$ cat config.mk
export PLATFORM = sky130hd
export DESIGN_NAME = eplc_core
export DESIGN_NICKNAME = d
export VERILOG_FILES = /design/src/core/eplc_pkg.sv /design/src/core/eplc_core.sv
export SDC_FILE = /design/constraint.sdc
export NUM_CORES = 1
export LEC_CHECK = 0
export BUFFER_PORTS_ARGS = -buffer_cell sky130_fd_sc_hd__buf_2
export CAP_MARGIN = 20
export CORE_MARGIN = 5
export CORE_UTILIZATION = 35
export CTS_CLUSTER_SIZE = 40
export DETAILED_ROUTE_END_ITERATION = 10
export SYNTH_ARGS = -nofsm -noshare
export SYNTH_HDL_FRONTEND = slang
export SYNTH_SLANG_ARGS = --single-unit
$ cat constraint.sdc
create_clock -name hclk -period 2.4 [get_ports hclk]
set_input_delay 0.12 -clock hclk [delete_from_list [all_inputs] [get_ports hclk]]
set_output_delay 0.12 -clock hclk [all_outputs]
set_load 0.01 [all_outputs]
$ cat src/core/eplc_pkg.sv
// eplc_pkg: shared constants and types for the exception and low-power controller
// assumes a 32-bit AHB-Lite register bus and a 50 MHz system clock
package eplc_pkg;
	localparam int          EPLC_NUM_IRQ       = 8;
	localparam logic [7:0]  EPLC_OFF_BRK_STAT  = 8'h00;
	localparam logic [7:0]  EPLC_OFF_RST_CAUSE = 8'h04;
	localparam logic [7:0]  EPLC_OFF_BRK_CTRL  = 8'h08;
	localparam logic [7:0]  EPLC_OFF_OPTION    = 8'h0C;
	localparam logic [7:0]  EPLC_OFF_STATUS    = 8'h10;
	localparam int          EPLC_BIT_WAKE      = 1;
	localparam int          EPLC_BIT_BRK_CLR   = 0;
	localparam int          EPLC_BIT_SHORT_REC = 0;
	localparam int          EPLC_BIT_NO_WDOG   = 1;
	localparam logic [7:0]  EPLC_RST_CAUSE_POR = 8'h80;
	localparam logic [7:0]  EPLC_BRK_STAT_RST  = 8'h00;
	localparam logic [7:0]  EPLC_BRK_CTRL_RST  = 8'h00;
	localparam logic [7:0]  EPLC_OPTION_RST    = 8'h00;
	localparam int          EPLC_REC_LONG      = 4096;
	localparam int          EPLC_REC_SHORT     = 32;
	localparam logic [2:0]  EPLC_TRAP_VECTOR   = 3'h7;
	localparam logic [3:0]  EPLC_NO_VECTOR     = 4'hF;

	typedef enum logic [2:0] {
		EPLC_RUN   = 3'b000,
		EPLC_ENTRY = 3'b001,
		EPLC_SVC   = 3'b010,
		EPLC_WAIT  = 3'b011,
		EPLC_STOP  = 3'b100,
		EPLC_REC   = 3'b101
	} eplc_state_t;

	typedef struct packed {
		logic por;
		logic pin;
		logic wdog;
		logic bad_op;
		logic bad_fetch;
		logic brownout;
	} eplc_rst_src_t;

	typedef struct packed {
		logic [1:0]  htrans;
		logic        hwrite;
		logic [2:0]  hsize;
		logic [7:0]  haddr;
	} eplc_ahb_req_t;
endpackage

$ cat src/core/eplc_core.sv
// eplc_core: interrupt latch and arbitration, break entry, flag protection,
// wait/stop sequencing with stop recovery counter, and the register file.
// assumes the cpu core reports instruction boundaries and low-power opcodes
// as one-cycle pulses, and that reset sources arrive as level flags.
//
// Implementation choices: the register addresses and register access over AHB-Lite.
`timescale 1ns/1ns
module eplc_core
	import eplc_pkg::*;
(
	input  wire logic                    hclk,
	input  wire logic                    hresetn,
	input  wire logic                    hsel,
	input  wire logic [7:0]              haddr,
	input  wire logic [1:0]              htrans,
	input  wire logic                    hwrite,
	input  wire logic [2:0]              hsize,
	input  wire logic [31:0]             hwdata,
	input  wire logic                    hready,
	output logic      [31:0]             hrdata,
	output logic                         hreadyout,
	output logic                         hresp,
	input  wire logic [EPLC_NUM_IRQ-1:0] irq_req,
	input  wire logic [EPLC_NUM_IRQ-1:0] irq_enable,
	input  wire logic                    mask_flag,
	input  wire logic                    insn_done,
	input  wire logic                    trap_insn,
	input  wire logic                    return_from_interrupt,
	input  wire logic                    wait_insn,
	input  wire logic                    stop_insn,
	input  wire logic                    break_req,
	input  wire logic                    break_exit,
	input  wire logic                    clear_step2,
	input  wire eplc_rst_src_t           rst_src,
	input  wire logic                    sys_reset,
	output logic                         stack_start,
	output logic                         stack_pc_minus_one,
	output logic                         stack_upper_index,
	output logic                         set_mask,
	output logic                         clear_mask,
	output logic [3:0]                   vector_sel,
	output logic                         break_active,
	output logic                         flag_clear_ok,
	output logic                         cpu_clk_en,
	output logic                         periph_clk_en,
	output logic                         base_clock_out_en,
	output logic                         crystal_clock_en,
	output logic                         watchdog_run,
	output logic                         sys_counter_rst
);
	eplc_state_t    state_reg, state_next;
	logic [3:0]     latched_reg, latched_next;
	logic           trap_reg;
	logic [12:0]    count_reg;
	logic [7:0]     brk_stat_reg, brk_ctrl_reg, option_reg;
	eplc_rst_src_t  cause_reg;
	logic           in_break_reg;
	logic           step1_reg;
	logic           wake_by_break_reg;
	logic           wr_ph_reg;
	logic [7:0]     addr_ph_reg;

	function automatic logic [3:0] eplc_prio(input logic [EPLC_NUM_IRQ-1:0] req);
		logic [3:0] v;
		v = EPLC_NO_VECTOR;
		for (int i = EPLC_NUM_IRQ - 1; i >= 0; i--) begin
			if (req[i]) begin
				v = 4'(i);
			end
		end
		return v;
	endfunction

	// gated requests: masked or disabled sources fall through to the next insn
	wire [EPLC_NUM_IRQ-1:0] eligible   = irq_req & irq_enable & {EPLC_NUM_IRQ{~mask_flag}};
	wire [3:0]              winner     = eplc_prio(eligible);
	wire                    hw_take    = insn_done && winner != EPLC_NO_VECTOR;
	wire                    soft_take  = trap_insn || break_req;
	wire                    wake_any   = |(irq_req & irq_enable) || break_req;
	wire [12:0]             rec_len    = option_reg[EPLC_BIT_SHORT_REC] ?
	                                     13'(EPLC_REC_SHORT) : 13'(EPLC_REC_LONG);
	wire                    rec_done   = count_reg >= rec_len - 13'h0001;

	always_comb begin
		state_next   = state_reg;
		latched_next = latched_reg;
		unique case (state_reg)
			EPLC_RUN: begin
				if (soft_take) begin
					latched_next = {1'b0, EPLC_TRAP_VECTOR};
					state_next   = EPLC_ENTRY;
				end else if (stop_insn) begin
					state_next = EPLC_STOP;
				end else if (wait_insn) begin
					state_next = EPLC_WAIT;
				end else if (hw_take) begin
					latched_next = winner;
					state_next   = EPLC_ENTRY;
				end
			end
			EPLC_ENTRY: begin
				state_next = EPLC_SVC;
			end
			EPLC_SVC: begin
				// latched vector holds until return or mask clear
				if (return_from_interrupt || !mask_flag) begin
					latched_next = EPLC_NO_VECTOR;
					state_next   = EPLC_RUN;
				end
			end
			EPLC_WAIT: begin
				if (break_req) begin
					latched_next = {1'b0, EPLC_TRAP_VECTOR};
					state_next   = EPLC_ENTRY;
				end else if (|(irq_req & irq_enable)) begin
					latched_next = eplc_prio(irq_req & irq_enable);
					state_next   = EPLC_ENTRY;
				end
			end
			EPLC_STOP: begin
				if (wake_any) begin
					state_next = EPLC_REC;
				end
			end
			EPLC_REC: begin
				if (rec_done) begin
					latched_next = wake_by_break_reg ? {1'b0, EPLC_TRAP_VECTOR} :
					               eplc_prio(irq_req & irq_enable);
					state_next   = EPLC_ENTRY;
				end
			end
			default: begin
				state_next = EPLC_RUN;
			end
		endcase
	end

	// reset sources bypass arbitration entirely
	always_ff @(posedge hclk or negedge hresetn) begin
		if (!hresetn) begin
			state_reg   <= EPLC_RUN;
			latched_reg <= EPLC_NO_VECTOR;
		end else if (sys_reset) begin
			state_reg   <= EPLC_RUN;
			latched_reg <= EPLC_NO_VECTOR;
		end else begin
			state_reg   <= state_next;
			latched_reg <= latched_next;
		end
	end

	always_ff @(posedge hclk or negedge hresetn) begin
		if (!hresetn) begin
			trap_reg          <= 1'b0;
			wake_by_break_reg <= 1'b0;
		end else if (state_reg == EPLC_STOP || state_reg == EPLC_WAIT) begin
			wake_by_break_reg <= break_req;
			trap_reg          <= break_req;
		end else if (state_reg == EPLC_RUN) begin
			trap_reg          <= soft_take;
		end
	end

	// counter sits in reset through stop, runs only during recovery
	always_ff @(posedge hclk or negedge hresetn) begin
		if (!hresetn) begin
			count_reg <= 13'h0000;
		end else if (state_reg == EPLC_REC) begin
			count_reg <= count_reg + 13'h0001;
		end else begin
			count_reg <= 13'h0000;
		end
	end

	assign stack_start        = state_reg == EPLC_ENTRY;
	assign set_mask           = state_reg == EPLC_ENTRY;
	assign stack_pc_minus_one = stack_start && !trap_reg;
	assign stack_upper_index  = 1'b0;
	assign clear_mask         = state_reg == EPLC_RUN && (wait_insn || stop_insn) &&
	                            !soft_take;
	assign vector_sel         = latched_reg;
	assign cpu_clk_en         = !(state_reg inside {EPLC_WAIT, EPLC_STOP, EPLC_REC});
	assign periph_clk_en      = !(state_reg inside {EPLC_STOP, EPLC_REC});
	assign base_clock_out_en  = state_reg != EPLC_STOP;
	assign crystal_clock_en   = state_reg != EPLC_STOP;
	assign watchdog_run       = !option_reg[EPLC_BIT_NO_WDOG] && state_reg != EPLC_STOP;
	assign sys_counter_rst    = state_reg == EPLC_STOP;
	assign break_active       = in_break_reg;

	// break tracking follows break_req and break_exit; clear protection gated by a single brk_ctrl_reg bit
	always_ff @(posedge hclk or negedge hresetn) begin
		if (!hresetn) begin
			in_break_reg <= 1'b0;
		end else if (break_req) begin
			in_break_reg <= 1'b1;
		end else if (break_exit) begin
			in_break_reg <= 1'b0;
		end
	end

	always_ff @(posedge hclk or negedge hresetn) begin
		if (!hresetn) begin
			step1_reg <= 1'b0;
		end else begin
			step1_reg <= in_break_reg;
		end
	end

	// level clear permit, open outside break or while the brk_ctrl_reg bit is set; a clear that happens in break is final
	assign flag_clear_ok = !in_break_reg || brk_ctrl_reg[EPLC_BIT_BRK_CLR];
	wire unused_step = step1_reg & clear_step2;

	// ahb-lite slave: zero wait states, always okay
	wire           ph_valid = hsel && hready && htrans[1];
	wire           rd_cause = ph_valid && !hwrite && haddr == EPLC_OFF_RST_CAUSE;
	wire           wr_stat  = wr_ph_reg && addr_ph_reg == EPLC_OFF_BRK_STAT;
	wire           wr_ctrl  = wr_ph_reg && addr_ph_reg == EPLC_OFF_BRK_CTRL;
	wire           wr_opt   = wr_ph_reg && addr_ph_reg == EPLC_OFF_OPTION;
	wire           wake_set = (state_reg == EPLC_WAIT || state_reg == EPLC_STOP) &&
	                          break_req;
	wire [31:0]    rd_mux   =
		haddr == EPLC_OFF_BRK_STAT  ? {24'h000000, brk_stat_reg} :
		haddr == EPLC_OFF_RST_CAUSE ? {24'h000000, cause_reg, 2'b00} :
		haddr == EPLC_OFF_BRK_CTRL  ? {24'h000000, brk_ctrl_reg} :
		haddr == EPLC_OFF_OPTION    ? {24'h000000, option_reg} :
		haddr == EPLC_OFF_STATUS    ? {24'h000000, 1'(unused_step), latched_reg,
		                               state_reg} : 32'h00000000;

	always_ff @(posedge hclk or negedge hresetn) begin
		if (!hresetn) begin
			wr_ph_reg   <= 1'b0;
			addr_ph_reg <= 8'h00;
			hrdata      <= 32'h00000000;
		end else begin
			wr_ph_reg   <= ph_valid && hwrite;
			addr_ph_reg <= haddr;
			if (ph_valid && !hwrite) begin
				hrdata <= rd_mux;
			end
		end
	end

	assign hreadyout = 1'b1;
	assign hresp     = 1'b0;

	always_ff @(posedge hclk or negedge hresetn) begin
		if (!hresetn) begin
			brk_stat_reg <= EPLC_BRK_STAT_RST;
			brk_ctrl_reg <= EPLC_BRK_CTRL_RST;
			option_reg   <= EPLC_OPTION_RST;
		end else if (sys_reset) begin
			brk_stat_reg <= EPLC_BRK_STAT_RST;
			brk_ctrl_reg <= EPLC_BRK_CTRL_RST;
		end else begin
			// set beats a simultaneous write of zero
			if (wake_set) begin
				brk_stat_reg[EPLC_BIT_WAKE] <= 1'b1;
			end else if (wr_stat && !hwdata[EPLC_BIT_WAKE]) begin
				brk_stat_reg[EPLC_BIT_WAKE] <= 1'b0;
			end
			if (wr_ctrl) begin
				brk_ctrl_reg[EPLC_BIT_BRK_CLR] <= hwdata[EPLC_BIT_BRK_CLR];
			end
			if (wr_opt) begin
				option_reg <= hwdata[7:0];
			end
		end
	end

	// cause flags: new reset wins over a coincident read
	always_ff @(posedge hclk or negedge hresetn) begin
		if (!hresetn) begin
			cause_reg <= eplc_rst_src_t'(EPLC_RST_CAUSE_POR[7:2]);
		end else if (rst_src.por) begin
			cause_reg <= eplc_rst_src_t'(EPLC_RST_CAUSE_POR[7:2]);
		end else if (|rst_src) begin
			cause_reg <= rst_src;
		end else if (rd_cause) begin
			cause_reg <= '0;
		end
	end

	a_entry_stacks: assert property (@(posedge hclk) disable iff (!hresetn)
		stack_start |-> set_mask && !stack_upper_index)
		else $error("entry without mask set");
	a_no_preempt: assert property (@(posedge hclk) disable iff (!hresetn)
		state_reg == EPLC_SVC && mask_flag && !return_from_interrupt && !sys_reset
		|=> $stable(vector_sel))
		else $error("latched vector changed");
	a_insn_boundary: assert property (@(posedge hclk) disable iff (!hresetn)
		state_reg == EPLC_RUN && !insn_done && !soft_take && !sys_reset
		|=> state_reg != EPLC_ENTRY)
		else $error("entry mid instruction");
	a_mask_gate: assert property (@(posedge hclk) disable iff (!hresetn)
		state_reg == EPLC_RUN && mask_flag && !soft_take && !wait_insn && !stop_insn
		|=> state_reg == EPLC_RUN || sys_reset)
		else $error("masked interrupt taken");
	a_trap_pc: assert property (@(posedge hclk) disable iff (!hresetn)
		state_reg == EPLC_RUN && trap_insn && !sys_reset
		|=> stack_start && !stack_pc_minus_one && vector_sel == {1'b0, EPLC_TRAP_VECTOR})
		else $error("trap stacked wrong pc");
	a_reset_wins: assert property (@(posedge hclk) disable iff (!hresetn)
		sys_reset |=> state_reg == EPLC_RUN && vector_sel == EPLC_NO_VECTOR)
		else $error("reset arbitrated");
	a_stop_clocks: assert property (@(posedge hclk) disable iff (!hresetn)
		state_reg == EPLC_STOP |-> !base_clock_out_en && !crystal_clock_en
		&& sys_counter_rst)
		else $error("clocks running in stop");
	a_short_recover: assert property (@(posedge hclk) disable iff (!hresetn)
		state_reg == EPLC_STOP && wake_any && option_reg[EPLC_BIT_SHORT_REC] && !sys_reset
		|=> (state_reg == EPLC_REC)[*8] ##[1:30] stack_start)
		else $error("short recovery wrong");
	a_wake_flag: assert property (@(posedge hclk) disable iff (!hresetn)
		wake_set && !sys_reset |=> brk_stat_reg[EPLC_BIT_WAKE])
		else $error("wake flag not set");
	a_cause_clear: assert property (@(posedge hclk) disable iff (!hresetn)
		rd_cause && !(|rst_src) |=> cause_reg == '0)
		else $error("cause not cleared on read");
	a_break_protect: assert property (@(posedge hclk) disable iff (!hresetn)
		break_req && !brk_ctrl_reg[EPLC_BIT_BRK_CLR] && !wr_ctrl |=> !flag_clear_ok)
		else $error("flag clear allowed in break");
	c_wait_wake: cover property (@(posedge hclk) disable iff (!hresetn)
		state_reg == EPLC_WAIT ##1 stack_start);
	c_stop_rec: cover property (@(posedge hclk) disable iff (!hresetn)
		state_reg == EPLC_REC ##1 stack_start);
	c_break_entry: cover property (@(posedge hclk) disable iff (!hresetn)
		break_req ##1 stack_start);
endmodule

Word-level counts from Yosys, hierarchy flattened
Index checks and enable logic that the tools add are counted. W data, S select, Z words.

Bits in registers: 81. Bits of input ports: 82. Logic and storage cells: 151.

Add/subtract/negate cells: 2. $lt $le $gt $ge: 1. Equality and inequality tests: 21. Mux-type cells: 57. Bitwise gates (word level): 5. Reductions and logical operators: 46.

Operators by type and width (number): $mux W4 (26); $mux W8 (5); $eq A8 B4 Y1 const B (4); $mux W3 (10); $mux W13 (2); $ne A4 B4 Y1 const B (5); $mux W6 (3); $pmux W3 S6 (1); $and A8 B8 Y8 (2); $logic_not A8 Y1 (2); $pmux W4 S4 (1); $logic_and A1 B1 Y1 (15); $add A13 B1 Y13 const B (1); $ge A13 B13 Y1 (1); $sub A13 B1 Y13 const B (1); $logic_not A1 Y1 (9); $mux W1 (9); $ne A3 B3 Y1 const B (3); $reduce_bool A3 Y1 (3); $eq A8 B3 Y1 const B (1); $eq A8 B5 Y1 const B (1); $reduce_bool A2 Y1 (4); $reduce_or A8 Y1 (1); $reduce_and A7 Y1 (1); other kinds (13) (21).

Depth between registers and ports, before layout
Gate-level depths: netlist of run 1.

Depth in word-level cells: 18. Mapped depth: 7. Depth with buffers taken out: 7.

Least setup slack after synthesis of run 1
No wires, ideal clock.

Kind: register -> register. Start: register option_reg[0]. End: register latched_reg[0], in the netlist vector_sel[0]. Setup time: 82 ps. Data arrival time: 2009 ps. Slack: 308 ps. Stages on the path, launching flop included: 7. Path buffers: 0. Period minus slack after synthesis: 2092 ps. Path through: dfrtp_1 > ha_1 > and2_0 > nand4bb_1 > a311o_2 > a211oi_4 > mux2_2.

Cells in the longest elaborated chain, start to end: 5.

RTL lines: start, declared (line eplc_core.sv:55) `logic [7:0] brk_stat_reg, brk_ctrl_reg, option_reg;`; start signal, assigned (line eplc_core.sv:265) `option_reg <= hwdata[7:0];`; $mux W13 (line eplc_core.sv:80) `wire [12:0] rec_len = option_reg[EPLC_BIT_SHORT_REC] ?`; $sub A13 B1 Y13 (line eplc_core.sv:82) `wire rec_done = count_reg >= rec_len - 13'h0001;`; $ge A13 B13 Y1 (line eplc_core.sv:82); $ne A3 B3 Y1 (no line); $reduce_and A7 Y1 (no line); end signal, assigned (line eplc_core.sv:148) `latched_reg <= latched_next;`; end, declared (line eplc_core.sv:52) `logic [3:0] latched_reg, latched_next;`.

No other way between the ends. A chain may end at the register's enable or synchronous reset.

Worst setup path after layout of run 1
Ends and elaborated chain as after synthesis.

==> reports/qor.yml, run 1 <==
synth_top_area_share_pct: 39.1
reg2reg_slack_ns: 0.15
setup.worst_path.end_class: "flop"
start_kind: "flop"
synth_seq_area_share_pct: 43.1
synthArstFlopShare_pct: 100
syn-cell-area_mm2: 0.00332
cts_tree: "built"
port_buffers: 77
yosysTopAreaCell: "dfrtp_1"
post-route-min-period_ns: 2.25
drt_first_iter_violations: 153
root_buffer: "clkbuf_8"
finClkSkew_ns: 0.00879
drc_errors: 0
clkTransAtPathRegs_ns: 0.07
grt_pass1_vias: 2880
timing.final.crit_share_pct: 93.6
avgRoutedWirePerCell_um: 14.4
wl_met1_um: 3530
tightestPinTransition_ns: 0.659
synth_commonest_cells: "dfrtp_1 (52), nor2_1 (33), buf_4 (30)"
p_leak_nw: 2.01
timing.fmax_mhz: 445
ys_types: 65
synth_edf_count: 0
postSynthCellCount: 345
yosys-mux-area-fraction_pct: 4.67
reg2regPathDepth: 6
ys.flop_type: "dfrtp_1"
finalHoldViolCount: 0
clock_path_buffers: 2
synthSimpleGateAreaFrac_pct: 19.7
track_usage_pct: 14.4
synth_compound_area_share_pct: 16.2
gp_congestion: 0.834
grt_max_degree: 31
crit_type: "flop to flop"
hold_path_class: "input port to flop"
design_area_mm2: 0.00413
largest_reg_flops: 13
core_mm2: 0.00924
synth_xor_area_share_pct: 2.90
tns_ns: 0
outcome: "completed"
routed.top_layer: "met4"
met2_length_um: 4090
vias: 2874
grt_overflow: 0
grt_pass1_wl_um: 13500
power_mw: 2.60
placed_cells: 547
slew_violations: 0
firstDrtPassIters: 4
placed_area_mm2: 0.00378
cts_made_buffers: 9
nets: 531
relSlewSlack_pct: 56.0
powerDensity_mw_per_mm2: 631
crit_fanout: 9
peakVddDrop_uv: 489
worstHoldPathCells: 2
worstSkewPairLatency_ns: 0.34
cp_data_arrival_time_ns: 2.52
instances_no_fill: 575
wl_met3_um: 451
drtAntennaViolNets: 0
htreeDepth: 3
cts_setup_buffers: 0
synthToLayoutAreaGrowth_pct: 24.2
ctsResizeCount: 0
drt_wl_total_um: 8270
setup_viol: 0
ys_ff_latch: 57
max_cap_violations: 0
die-area_mm2: 0.0115
holdWs_ns: 0.0214
layout-drive-gt1-share_pct: 29.4
synth_top_family_by_area: "simple AND/OR/NAND/NOR gates"
dp_hpwl_um: 6320
initial_utilization_pct: 36.0
viasPerCell: 5.00
synthAdderAreaFrac_pct: 3.01
synth.area.top_cells: "dfrtp_1 (39%), buf_4 (6.8%), mux2_2 (4.1%)"
antenna_cells: 0
chipWidth_um: 107
cts_num_sinks: 57
yosys_warnings: 0
synth.most_common_cell: "dfrtp_1"
ios: 133
antenna_found_initial: 0
synth_area_per_cell_um2: 9.64
rsz0062_at_grt: "no"
fp.dieH_um: 107
row_count: 35
required_ns: 2.67
## stage by stage
step | worst slack, ns | utilization [%]
6_report | 0.152 | 44.7
5_1_grt | 0.0455 | 44.7
4_1_cts | 0.104 | 44.7
3_5_place_dp | 0.116 | 40.9
3_3_place_gp | 0.133 | 40.9
2_1_floorplan | 0.308 | -
## logic make-up after synthesis
logic type               Yosys count
adder cells (fa/ha/maj)            8
XOR/XNOR                          11
multiplexers                      14
other                              2
AND/OR/NAND/NOR                  121
buffers and inverters             57
flip-flops                        57
AO/OA/AOI/OAI                     75
## power by group
group	leakage (nW)	internal [mW]	switching [mW]
combinational	1.17	0.220	0.275
clock	0.110	0.593	0.422
sequential	0.731	1.03	0.0638
total	2.01	1.84	0.761
## path summary, 6_finish.rpt
path | start | end
max | option_reg[0]$_DFFE_PN0P_ | vector_sel[0]$_DFFE_PN1P_
min | hwdata[7] | option_reg[7]$_DFFE_PN0P_
max reg2reg | option_reg[0]$_DFFE_PN0P_ | vector_sel[0]$_DFFE_PN1P_
min reg2reg | break_active$_DFFE_PN0P_ | step1_reg$_DFF_PN0_
max in group asynchronous | hresetn | vector_sel[3]$_DFFE_PN1P_
min in group asynchronous | hresetn | count_reg[10]$_DFF_PN0_
## metal layers
metal  vias up  GRT usage [%]
met1      1384           17.8
li1       1379              -
met2        95           24.2
met5         -              0
met4         0           5.86
met3        16           3.06
## timing repair
| action | CTS | global route |
|---|---|---|
| endpoints found under the hold margin | 37 | 0 |
| setup endpoints to repair | 0 | 4 |
| hold buffers | 12 | 0 |
## layout make-up
cell class,count,area [µm²]
clock buffer,9,124
clock inverter,7,103
fill,923,5110
inverter,18,67.6
multi-input combinational,256,1650
sequential,57,1430
tap,129,161
timing repair buffer,99,593
## worst max-delay path, cell delays in order (launching register included)
cell and delay, ns:
dfrtp_1 0.48, ha_1 0.34, and2_0 0.16, nand4bb_1 0.11
a311o_2 0.43, a211oi_4 0.28, mux2_2 0.38
## cell usage in the layout, fill, tap and decap left out, types with 5 or more instances in the layout
master / Yosys / final
a21oi_1: 18 / 18
a222oi_1: 5 / 5
a22o_1: 5 / 5
a22oi_1: 5 / 5
and3_1: 5 / 5
buf_2: 3 / 77
buf_4: 30 / 9
clkbuf_8: 0 / 9
conb_1: 2 / 27
dfrtp_1: 52 / 52
dfstp_2: 5 / 5
dlygate4sd3_1: 0 / 12
ha_1: 8 / 8
inv_1: 17 / 17
mux2_2: 12 / 12
nand2_1: 25 / 25
nand2b_1: 5 / 5
nand3_1: 10 / 10
nor2_1: 33 / 33
nor3_1: 5 / 5
o21ai_0: 16 / 16
xor2_1: 7 / 7
Note: power is estimated with default switching activity, not from simulation.
==> run 2, diff against run 1 <==
--- a/config.mk
+++ b/config.mk
@@ -5,12 +5,16 @@
 export SDC_FILE = /design/constraint.sdc
 export NUM_CORES = 1
 export LEC_CHECK = 0
-export BUFFER_PORTS_ARGS = -buffer_cell sky130_fd_sc_hd__buf_2
+export ABC_CLOCK_PERIOD_IN_PS = 2400
+export BUFFER_PORTS_ARGS = -buffer_cell sky130_fd_sc_hd__clkbuf_2
 export CAP_MARGIN = 20
+export CELL_PAD_IN_SITES_DETAIL_PLACEMENT = 0
+export CELL_PAD_IN_SITES_GLOBAL_PLACEMENT = 1
 export CORE_MARGIN = 5
 export CORE_UTILIZATION = 35
 export CTS_CLUSTER_SIZE = 40
 export DETAILED_ROUTE_END_ITERATION = 10
+export PLACE_DENSITY_LB_ADDON = 0.1
 export SYNTH_ARGS = -nofsm -noshare
 export SYNTH_HDL_FRONTEND = slang
 export SYNTH_SLANG_ARGS = --single-unit
==> run 2 against run 1 <==
Compared with the run above:
- cell count increased by 0.17%
- non-clock buffer count increased by 1
- largest cell class unchanged
- sequential power about the same
- design area decreased by 0.30%
- sequential share of layout area increased by 0.14 points
- worst hold slack improved by 0.0051 ns
- power decreased by 0.73%
- clock skew increased by 0.0026 ns
- critical endpoint is now vector_sel[3]$_DFFE_PN1P_
- critical path depth unchanged
- routed wire length increased by 1.8%
==> reports/qor.yml, run 2 (synthesis gave the netlist of run 1 again) <==
worstHoldPathCells: 2  # unchanged
holdWs_ns: 0.0265  # was 0.0214 ns
viasPerCell: 4.85  # was 5.00
switchingPower_mw: 0.722  # was 0.761 mW
core_mm2: 0.00924  # unchanged
die-area_mm2: 0.0115  # unchanged
hold_path_class: "input port to flop"  # unchanged
max_cap_violations: 0  # unchanged
grt_overflow: 0  # unchanged
antenna_found_initial: 0  # unchanged
largest_reg_flops: 13  # unchanged
drt_wl_total_um: 8420  # was 8270 µm
setup_viol: 0  # unchanged
outcome: "completed"  # unchanged
synthToLayoutAreaGrowth_pct: 23.8  # was 24.2%
antenna_cells: 0  # unchanged
timing.final.crit_share_pct: 94.0  # was 93.6%
place_ws_ns: 0.0961  # was 0.116 ns
n_fill_cell: 967  # was 923
tns_ns: 0  # unchanged
root_buffer: "clkbuf_8"  # unchanged
reg2regPathDepth: 6  # unchanged
drtAntennaViolNets: 0  # unchanged
cts_setup_buffers: 0  # unchanged
p_comb_share_pct: 19.5  # was 19.0%
power_mw: 2.58  # was 2.60 mW
cp_data_arrival_time_ns: 2.51  # was 2.52 ns
vias: 2794  # was 2874
timing.fmax_mhz: 443  # was 445 MHz
p_leak_nw: 2.03  # was 2.01 nW
final_common_cell: "clkbuf_2"  # was buf_2
chipWidth_um: 107  # unchanged
nets: 532  # was 531
placed_area_mm2: 0.00378  # about the same
setup.worst_path.end_class: "flop"  # unchanged
design_area_mm2: 0.00412  # was 0.00413 mm²
relSlewSlack_pct: 50.6  # was 56.0%
rsz0062_at_grt: "no"  # unchanged
powerDensity_mw_per_mm2: 628  # was 631 mW/mm²
mostFrequentLayoutCells: "clkbuf_2 (77), dfrtp_1 (51), nor2_1 (33)"  # was buf_2 (77), dfrtp_1 (52), nor2_1 (33)
worstSkewPairLatency_ns: 0.33  # was 0.34 ns
clock_path_buffers: 2  # unchanged
cts_tree: "built"  # unchanged
finalHoldViolCount: 0  # unchanged
p_int_mw: 1.86  # was 1.84 mW
drc_errors: 0  # unchanged
clkPwrFrac_pct: 38.5  # was 39.0%
switching_share_pct: 27.9  # was 29.2%
fin_ws_ns: 0.144  # was 0.152 ns
htreeDepth: 3  # unchanged
cts_num_sinks: 57  # unchanged
peakVddDrop_uv: 287  # was 489 µV
grt_max_degree: 58  # was 31
fp.dieH_um: 107  # unchanged
track_usage_pct: 15.0  # was 14.4%
drt_first_iter_violations: 91  # was 153
port_buffers: 77  # unchanged
cts_made_buffers: 9  # unchanged
grt_pass1_vias: 2812  # was 2880
crit_fanout: 9  # unchanged
initial_utilization_pct: 36.0  # unchanged
crit_type: "flop to flop"  # unchanged
ios: 133  # unchanged
layout-drive-gt1-share_pct: 29.8  # was 29.4%
slew_violations: 0  # unchanged
tightestPinTransition_ns: 0.741  # was 0.659 ns
required_ns: 2.66  # was 2.67 ns
grt_pass1_wl_um: 13800  # was 13500 µm
clkTransAtPathRegs_ns: 0.06  # was 0.07 ns
firstDrtPassIters: 5  # was 4
post-route-min-period_ns: 2.26  # was 2.25 ns
gp_congestion: 0.800  # was 0.834
finClkSkew_ns: 0.0114  # was 0.00879 ns
start_kind: "flop"  # unchanged
row_count: 35  # unchanged
seq_power_share_pct: 42.0  # about the same
avgRoutedWirePerCell_um: 14.6  # was 14.4 µm
dp_hpwl_um: 6510  # was 6320 µm
## run 2: changes by cell type in the layout (fill, tap and decap cells not counted), moves of 2 or more
cell | before | now
buf_2 | 77 | 0
buf_4 | 9 | 12
clkbuf_2 | 0 | 77
clkinv_2 | 0 | 2
clkinv_4 | 3 | 1
## run 2: path summary, 6_finish.rpt
| kind | start | slack [ns] | to |
|---|---|---|---|
| max in group asynchronous | hresetn | 1.41 | option_reg[0]$_DFFE_PN0P_ |
| max reg2reg | option_reg[0]$_DFFE_PN0P_ | 0.14 | vector_sel[3]$_DFFE_PN1P_ |
| max | option_reg[0]$_DFFE_PN0P_ | 0.14 | vector_sel[3]$_DFFE_PN1P_ |
| min in group asynchronous | hresetn | 0.46 | count_reg[11]$_DFF_PN0_ |
| min | hwdata[6] | 0.03 | option_reg[6]$_DFFE_PN0P_ |
| min reg2reg | break_active$_DFFE_PN0P_ | 0.47 | step1_reg$_DFF_PN0_ |
## run 2: final cells by class
cell class	count	area, µm²	area share, %
clock buffer	11	141	3.43
clock inverter	5	78.8	1.91
inverter	18	67.6	1.64
multi-input combinational	256	1650	40.0
sequential	57	1430	34.8
tap	129	161	3.92
timing repair buffer	100	586	14.2
## run 2: worst max-delay path, stage by stage (launching register included)
cell and delay [ns]:
dfrtp_2 0.48, ha_1 0.32, and2_0 0.15, nand4bb_1 0.12, a311o_2 0.43, a211oi_4 0.32, mux2_2 0.37
## run 2: metal layers
layer | global-route usage (%) | share of wire, %
met1 | 19.5 | 45
met3 | 4.86 | 5.2
met4 | 3.34 | 0.87
met5 | 0 | 0
met2 | 24.4 | 48
## run 2: power groups by stage
stage | clock (mW) | sequential [mW] | combinational, mW
floorplan | 0 | 1.09 | 0.334
global placement | 0 | 1.10 | 0.494
detailed placement | 0 | 1.10 | 0.494
CTS | 1.03 | 1.09 | 0.506
global route | 1.09 | 1.10 | 0.561
finish | 0.996 | 1.09 | 0.503
## run 2: per-stage QoR
stage          instances  util (%)
4_1_cts              574      44.3
5_1_grt              576      44.5
3_5_place_dp         549      41.0
3_3_place_gp         549      41.0
6_report             576      44.5
2_1_floorplan        370         -
## run 2: timing repair
| item | CTS | global route |
|---|---|---|
| endpoints found under the hold margin | 60 | 2 |
| endpoints found under the setup margin | 0 | 7 |
| hold buffers | 9 | 2 |
| gates resized for setup | 0 | 1 |
